$ cat src/hw/tpr_cfg.svh
// constants for the dual 8-bit timer pair
`ifndef TPR_CFG_SVH
`define TPR_CFG_SVH
`define TPR_MODE_8BIT 2'h0
`define TPR_MODE_16BIT 2'h1
`define TPR_MODE_PULSE 2'h2
`define TPR_MODE_PWM 2'h3
`define TPR_PWM_OFF 2'h0
`define TPR_PWM_2P6 2'h1
`define TPR_PWM_2P7 2'h2
`define TPR_PWM_2P8 2'h3
`define TPR_FLOP_CMD_NONE 2'h0
`define TPR_FLOP_CMD_SET 2'h1
`define TPR_FLOP_CMD_CLR 2'h2
`define TPR_UCLK_LOWER_MATCH 2'h0
`define TPR_CNT_RESET 8'h00
`define TPR_CMP_RESET 8'h00
`endif

$ cat src/hw/tpr_pkg.sv
// types for the dual 8-bit timer pair
package tpr_pkg;
  typedef enum logic [1:0] {TPR_M8, TPR_M16, TPR_MPULSE, TPR_MPWM} tpr_mode_t;
endpackage : tpr_pkg

$ cat src/hw/tpr_cmp8.sv
// 8-bit comparator where a zero compare value means 100h
`timescale 1ns/10ps
module tpr_cmp8 #(
  parameter int W = 8
) (
  input wire logic [W-1:0] count,
  input wire logic [W-1:0] compare,
  input wire logic tick,
  output logic hit
);
  // a tick with counter at all ones wraps, which is the 100h match
  assign hit = tick && ((compare == '0) ? (count == '1) : (count + 1'b1 == compare));
endmodule : tpr_cmp8

$ cat src/hw/tpr_cbuf.sv
// double buffer for the lower compare register
`timescale 1ns/10ps
`include "tpr_cfg.svh"
module tpr_cbuf #(
  parameter int W = 8
) (
  input wire logic clk,
  input wire logic rst,
  input wire logic wr,
  input wire logic [W-1:0] wdata,
  input wire logic dbuf_en,
  input wire logic shift,
  output logic [W-1:0] value
);
  typedef struct packed {
    logic [W-1:0] buf_v;
    logic [W-1:0] reg_v;
  } tpr_cbuf_st_t;
  tpr_cbuf_st_t st_q, st_d;
  always_comb begin
    st_d = st_q;
    if (wr) begin
      st_d.buf_v = wdata;
      if (!dbuf_en) begin
        st_d.reg_v = wdata;
      end
    end
    // buffered value moves over on the shift event
    if (dbuf_en && shift) begin
      st_d.reg_v = wr ? wdata : st_q.buf_v;
    end
  end
  always_ff @(posedge clk) begin
    if (rst) begin
      st_q <= '0;
    end else begin
      st_q <= st_d;
    end
  end
  assign value = st_q.reg_v;
endmodule : tpr_cbuf

$ cat src/hw/tpr_timer_pair.sv
// dual 8-bit timer pair with 16-bit, pulse and pwm modes
`timescale 1ns/10ps
`include "tpr_cfg.svh"
module tpr_timer_pair
  import tpr_pkg::*;
#(
  parameter int W = 8
) (
  input wire logic clk,
  input wire logic rst,
  input wire logic [1:0] pair_mode_field,
  input wire logic [1:0] pwm_cycle_select,
  input wire logic [1:0] upper_clock_select,
  input wire logic lower_tick,
  input wire logic [2:0] upper_tick,
  input wire logic lower_run_bit,
  input wire logic upper_run_bit,
  input wire logic dbuf_enable,
  input wire logic lower_cmp_wr,
  input wire logic upper_cmp_wr,
  input wire logic [W-1:0] cmp_wdata,
  input wire logic [1:0] flop_cmd,
  input wire logic toggle_enable,
  input wire logic toggle_source_upper,
  output logic [W-1:0] lower_counter,
  output logic [W-1:0] upper_counter,
  output logic [W-1:0] lower_compare_reg,
  output logic [W-1:0] upper_compare_reg,
  output logic lower_match,
  output logic upper_match,
  output logic lower_match_irq,
  output logic upper_match_irq,
  output logic pulse_out_pin
);
  // ---------------------------------------------------------------
  // state
  // ---------------------------------------------------------------
  typedef struct packed {
    logic [W-1:0] lc;
    logic [W-1:0] uc;
    logic [W-1:0] ucmp;
    logic cmp_block;
    logic flop;
    logic lm;
    logic um;
    logic lirq;
    logic uirq;
  } tpr_st_t;
  tpr_st_t st_q, st_d;
  tpr_mode_t mode;
  logic is_pwm;
  logic l_hit;
  logic u_hit;
  logic l_tick_run;
  logic u_tick_run;
  logic u_src;
  logic pwm_wrap;
  logic buf_shift;
  logic [W-1:0] lcmp;
  logic [W-1:0] l_next;

  function automatic logic pwm_wrap_at(input logic [7:0] cnt, input logic [1:0] sel);
    case (sel)
      `TPR_PWM_2P6: pwm_wrap_at = (cnt[5:0] == 6'h3F);
      `TPR_PWM_2P7: pwm_wrap_at = (cnt[6:0] == 7'h7F);
      `TPR_PWM_2P8: pwm_wrap_at = (cnt == 8'hFF);
      default: pwm_wrap_at = 1'b0;
    endcase
  endfunction : pwm_wrap_at

  // ---------------------------------------------------------------
  // mode decode and comparators
  // ---------------------------------------------------------------
  assign mode = tpr_mode_t'(pair_mode_field);
  assign is_pwm = (mode == TPR_MPWM) && (pwm_cycle_select != `TPR_PWM_OFF);
  assign l_tick_run = lower_tick && lower_run_bit;
  assign pwm_wrap = is_pwm && l_tick_run && pwm_wrap_at(st_q.lc, pwm_cycle_select);

  tpr_cmp8 #(.W(W)) u_lcmp (
    .count(st_q.lc),
    .compare(lcmp),
    .tick(l_tick_run),
    .hit(l_hit)
  );

  // upper clock source: 16-bit uses lower overflow, else select field
  always_comb begin
    u_src = 1'b0;
    if (mode == TPR_M16) begin
      u_src = l_tick_run && (st_q.lc == '1);
    end else if (upper_clock_select == `TPR_UCLK_LOWER_MATCH) begin
      u_src = (mode == TPR_M8) ? l_hit : 1'b0;
    end else begin
      u_src = upper_tick[upper_clock_select - 2'h1];
    end
  end
  // pulse mode: upper comparator runs against the lower counter
  assign u_tick_run = (mode == TPR_MPULSE) ? 1'b0 : (u_src && upper_run_bit);

  tpr_cmp8 #(.W(W)) u_ucmp (
    .count((mode == TPR_MPULSE) ? st_q.lc : st_q.uc),
    .compare(st_q.ucmp),
    .tick((mode == TPR_MPULSE) ? l_tick_run : u_tick_run),
    .hit(u_hit)
  );

  assign buf_shift = (mode == TPR_MPULSE) ? u_hit : pwm_wrap;

  tpr_cbuf #(.W(W)) u_cbuf (
    .clk(clk),
    .rst(rst),
    .wr(lower_cmp_wr),
    .wdata(cmp_wdata),
    .dbuf_en(dbuf_enable),
    .shift(buf_shift),
    .value(lcmp)
  );

  assign l_next = W'(st_q.lc + 1'b1);

  // ---------------------------------------------------------------
  // next state
  // ---------------------------------------------------------------
  always_comb begin
    st_d = st_q;
    st_d.lm = 1'b0;
    st_d.um = 1'b0;
    st_d.lirq = 1'b0;
    st_d.uirq = 1'b0;
    if (upper_cmp_wr) begin
      st_d.ucmp = cmp_wdata;
    end
    // low byte write holds off the 16-bit compare until high byte
    if (upper_cmp_wr) begin
      st_d.cmp_block = 1'b0;
    end else if (lower_cmp_wr) begin
      st_d.cmp_block = 1'b1;
    end
    case (mode)
      TPR_M8: begin
        if (l_tick_run) begin
          st_d.lc = l_hit ? '0 : l_next;
        end
        if (u_tick_run) begin
          st_d.uc = u_hit ? '0 : W'(st_q.uc + 1'b1);
        end
        st_d.lm = l_hit;
        st_d.um = u_hit;
        st_d.lirq = l_hit;
        st_d.uirq = u_hit;
        if (toggle_enable && (toggle_source_upper ? u_hit : l_hit)) begin
          st_d.flop = ~st_q.flop;
        end
      end
      TPR_M16: begin
        if (l_tick_run) begin
          st_d.lc = l_next;
        end
        if (u_tick_run) begin
          st_d.uc = W'(st_q.uc + 1'b1);
        end
        st_d.lm = l_hit;
        // joint match: counter pair equals full 16-bit compare value
        if (!st_q.cmp_block && l_tick_run && (st_q.uc == st_q.ucmp)
            && (lcmp != '0 ? (l_next == lcmp) : (st_q.lc == '1))) begin
          st_d.lc = '0;
          st_d.uc = '0;
          st_d.um = 1'b1;
          st_d.uirq = 1'b1;
          if (toggle_enable) begin
            st_d.flop = ~st_q.flop;
          end
        end
      end
      TPR_MPULSE: begin
        if (l_tick_run) begin
          st_d.lc = u_hit ? '0 : l_next;
        end
        st_d.lm = l_hit;
        st_d.um = u_hit;
        if (toggle_enable && (l_hit || u_hit)) begin
          st_d.flop = ~st_q.flop;
        end
      end
      default: begin
        if (is_pwm && l_tick_run) begin
          st_d.lc = pwm_wrap ? '0 : l_next;
        end
        if (u_tick_run) begin
          st_d.uc = u_hit ? '0 : W'(st_q.uc + 1'b1);
        end
        st_d.lm = is_pwm && l_hit;
        st_d.um = u_hit;
        st_d.uirq = u_hit;
        st_d.lirq = pwm_wrap;
        if (toggle_enable && is_pwm && (l_hit || pwm_wrap)) begin
          st_d.flop = ~st_q.flop;
        end
      end
    endcase
    if (!lower_run_bit) begin
      st_d.lc = '0;
    end
    if (!upper_run_bit) begin
      st_d.uc = '0;
    end
    // direct flop commands override toggling
    if (flop_cmd == `TPR_FLOP_CMD_SET) begin
      st_d.flop = 1'b1;
    end else if (flop_cmd == `TPR_FLOP_CMD_CLR) begin
      st_d.flop = 1'b0;
    end
  end

  always_ff @(posedge clk) begin
    if (rst) begin
      st_q <= '0;
    end else begin
      st_q <= st_d;
    end
  end

  // ---------------------------------------------------------------
  // outputs
  // ---------------------------------------------------------------
  assign lower_counter = st_q.lc;
  assign upper_counter = st_q.uc;
  assign lower_compare_reg = lcmp;
  assign upper_compare_reg = st_q.ucmp;
  assign lower_match = st_q.lm;
  assign upper_match = st_q.um;
  assign lower_match_irq = st_q.lirq;
  assign upper_match_irq = st_q.uirq;
  assign pulse_out_pin = st_q.flop;
endmodule : tpr_timer_pair

$ cat config.mk
export PLATFORM = sky130hd
export DESIGN_NAME = tpr_timer_pair
export DESIGN_NICKNAME = d
export VERILOG_FILES = /design/src/hw/tpr_pkg.sv /design/src/hw/tpr_cmp8.sv /design/src/hw/tpr_cbuf.sv /design/src/hw/tpr_timer_pair.sv
export VERILOG_INCLUDE_DIRS = /design/src /design/src/hw
export SDC_FILE = /design/constraint.sdc
export NUM_CORES = 1
export LEC_CHECK = 0
export ABC_CLOCK_PERIOD_IN_PS = 3200
export BUFFER_PORTS_ARGS = -buffer_cell sky130_fd_sc_hd__buf_4
export CAP_MARGIN = 15
export CORE_MARGIN = 10
export CORE_UTILIZATION = 45
export DETAILED_ROUTE_END_ITERATION = 8
export MAX_ROUTING_LAYER = met4
export PLACE_DENSITY_LB_ADDON = 0.05
export SKIP_CTS_REPAIR_TIMING = 1
export SLEW_MARGIN = 15
export SYNTH_ARGS = -nofsm -noshare
export SYNTH_HDL_FRONTEND = slang
export SYNTH_SLANG_ARGS = --single-unit
$ cat constraint.sdc
create_clock -name clk -period 3.2 [get_ports clk]
set_input_delay 0.32 -clock clk [delete_from_list [all_inputs] [get_ports clk]]
set_output_delay 0.32 -clock clk [all_outputs]
set_load 0.02 [all_outputs]
==> impl_results.md <==
* P_leak at between 1.5 and 2 nW
* Async SR Flop Fraction at 0
* PortBufs at 65
* Synthesized-area fraction occupied by adder cells at 0.0395
* Outcome: finished clean
* GRT Total Usage at 0.177
* Fin crit share at 0.924
* Peak supply drop at about 0.19 mV
* Register bit count reported by yosys at 46
* CTS tree: yes
* DR DRC count at 0
* Proportion of layout cells with a drive suffix above 1 at 0.260
* Area leader, netlist: dfxtp_1
* Placed insts at around 550
* Hold Fails Final Rpt at 0
* Die area at 11700 um2
* Slowest stage cell, crit path: dfxtp_1
* Grt total ovfl at 0
* Worst-margin pin slew at between 0.6 and 0.7 ns
* Count of inserted antenna diode cells at 0
* Cell with the most instances after synthesis: dfxtp_1
* Seq/Total Area, Yosys at 0.264
* CP most frequent cell: a21oi_1
* WL final at roughly 10000 um
* Required @ worst endpoint at approximately 3.4 ns
* Yosys warning count at 0
* Largest family of logic cells by synthesized area: simple AND/OR/NAND/NOR gates
* Filler cell count at ~760
* Starting density of the core at 0.456
* Nets@finish at slightly below 500
* Slew Limit Headroom at 0.577
* 1st-pass router iterations at 5
* TritonCTS Buffers at 5
* Worst Path Buf+Inv at 0
* Simple-Gate Fraction of Synth Area at 0.202
* DIE WIDTH at between 100 and 150 um
* Layout area overhead at 14.3%
* Clock Path Buffers at 2
* Number of antenna violations at the first check in global routing at 0
* WL per Instance at roughly 18 um
* Top-area cell type share of the netlist area at 0.264
* F_max at 0.338 GHz
* Number of synthesized flops with an enable pin at 0
* Final ANT Viol Nets at 0
* Total of max-cap violations at 0
* DPL Wire Length at between 7000 and 8000 um
* Worst Setup End Kind: register
* Worst skew pair latency at roughly 0.32 ns
* Yosys cell types at 68
* Clock Skews at roughly 0.0076 ns
* Nature of the critical path startpoint: register
* Syn nets at between 400 and 500
* Final setup viols at 0
* Core outline area at roughly 7600 um2
* PwrDens at approximately 320 nW/um2
* Cell Chain, Critical Path: ha_1 -> and3_4 -> a211oi_1 -> a21oi_1 -> a32o_1 -> a21oi_1 -> a2111oi_0 -> a21oi_1 -> o21ai_2 -> nor2_1
* First-pass GRT wire length at 16100 um
* Total number of vias at around 3200
* Pin count of the biggest net entering global routing at 34
* Syn Inst Count at roughly 410
* Crit-path max FO at 8
* Critical path class: register to register
* Sink Count at 46
* Vias in the first global route at 3049
* Synth area leaders: dfxtp_1, mux2i_1, buf_4, xnor2_1, ha_1
* Htree depth at 2
* Tmin final at 2.96 ns
* Worst EP arrival at approximately 3.2 ns
* Height of the chip at between 100 and 150 um
* Mean Syn Cell Area at between 8 and 9 um2
* Slowest stage delay, CP at approximately 0.50 ns
* GP Congestion at 0.880
* Worst hold margin at 0.265 ns
* Std-Cell Rows at 32
* Vias per cell at approximately 5.7
* Initial DRC Count at between 200 and 250
* Cell Area, Synth at about 3500 um2
* XOR/XNOR share of the synthesized area at 0.0879
* Min-delay worst type: input port to register
* List of most frequent post-synthesis cells: dfxtp_1, buf_4, mux2i_1
* RSZ-0062 raised after global routing: false
* Multiplexer share of the synthesized area at 0.102
* Cell Count, Final, Fillers Out at ~560
* Compound-cell area share of the yosys netlist at 0.185
* Top Ports at 66
* Root Buffer: clkbuf_8
* Clock slew at reported path FFs at ~0.1 ns
* Post-synth top flop: dfxtp_1
* Cell family with most CP delay: compound AO/OA/AOI/OAI gates
* Final slew viol count at 0
per-layer routing:
layer / vias to the layer above / track usage / part of all wire
met1: 1490 / 0.230 / 0.47
met2: 105 / 0.272 / 0.46
li1: 1544 / - / -
met5: - / - / 0
met4: 0 / 0.0582 / 0.019
met3: 16 / 0.0274 / 0.049
power breakdown:
part           switching (mW)  leakage, nW  total [mW]  internal [mW]
registers              0.0326        0.376       0.626          0.593
logic                   0.146         1.27       0.271          0.126
clock network           0.228       0.0483       0.383          0.154
total                   0.407         1.69        1.28          0.874
cells by family after synthesis:
kind of cell	count (synthesis)
AO/OA/AOI/OAI	88
adder cells (fa/ha/maj)	11
AND/OR/NAND/NOR	131
flip-flops	46
multiplexers	35
buffers and inverters	67
XOR/XNOR	35
worst min-delay path, cell delays in order:
cell     delay, ns
buf_4         0.10
mux2i_1       0.06
nor2_1        0.07
layout by cell type, fill, tap and decap left out, drive strengths merged, types with 3 or more instances in the layout:
master / synthesis / final
a211oi: 11 / 11
clkbuf: 7 / 5
nand3: 17 / 17
buf: 46 / 86
ha: 11 / 11
and2: 4 / 4
a2111oi: 3 / 3
nor3: 5 / 5
nor2: 30 / 30
xnor2: 22 / 22
a21oi: 18 / 18
inv: 14 / 15
o21ai: 16 / 16
and3b: 3 / 3
nand4b: 3 / 3
mux2: 5 / 5
dfxtp: 46 / 46
mux2i: 30 / 30
nand4: 7 / 7
o21a: 3 / 3
and3: 5 / 5
nor4: 9 / 9
o22ai: 12 / 12
a31oi: 4 / 4
nand3b: 4 / 4
nor2b: 4 / 4
nand2: 31 / 31
xor2: 13 / 13
path summary, 6_finish.rpt:
kind,from,endpoint,slack [ns],cells past startpoint
max,lower_counter[0],upper_counter[0],0.24,10
min,cmp_wdata[7],upper_compare_reg[7],0.26,3
max reg2reg,lower_counter[0],upper_counter[0],0.24,10
min reg2reg,st_q[5],st_q[5],0.50,2
cell type report:
class	count	area, um2	share of cell area
clock buffers	5	68.8	0.0173
clock inverters	3	18.8	0.00471
inverters	14	52.6	0.0132
multi-input cells	300	2150	0.540
flip-flops and latches	46	921	0.231
well taps	102	128	0.0320
repair buffers	86	646	0.162
through the flow:
step	setup slack [ns]	cell area, um2	util	power (mW)	TNS, ns
floorplan	0.0370	3490	-	0.816	0
global placement	0.0219	3900	0.510	0.907	0
detailed placement	-0.0832	3900	0.510	0.910	-0.467
CTS	0.258	3990	0.521	1.29	0
global route	0.0216	3990	0.521	1.34	0
finish	0.243	3990	0.521	1.28	0
Power figures use the tool's default switching activity.
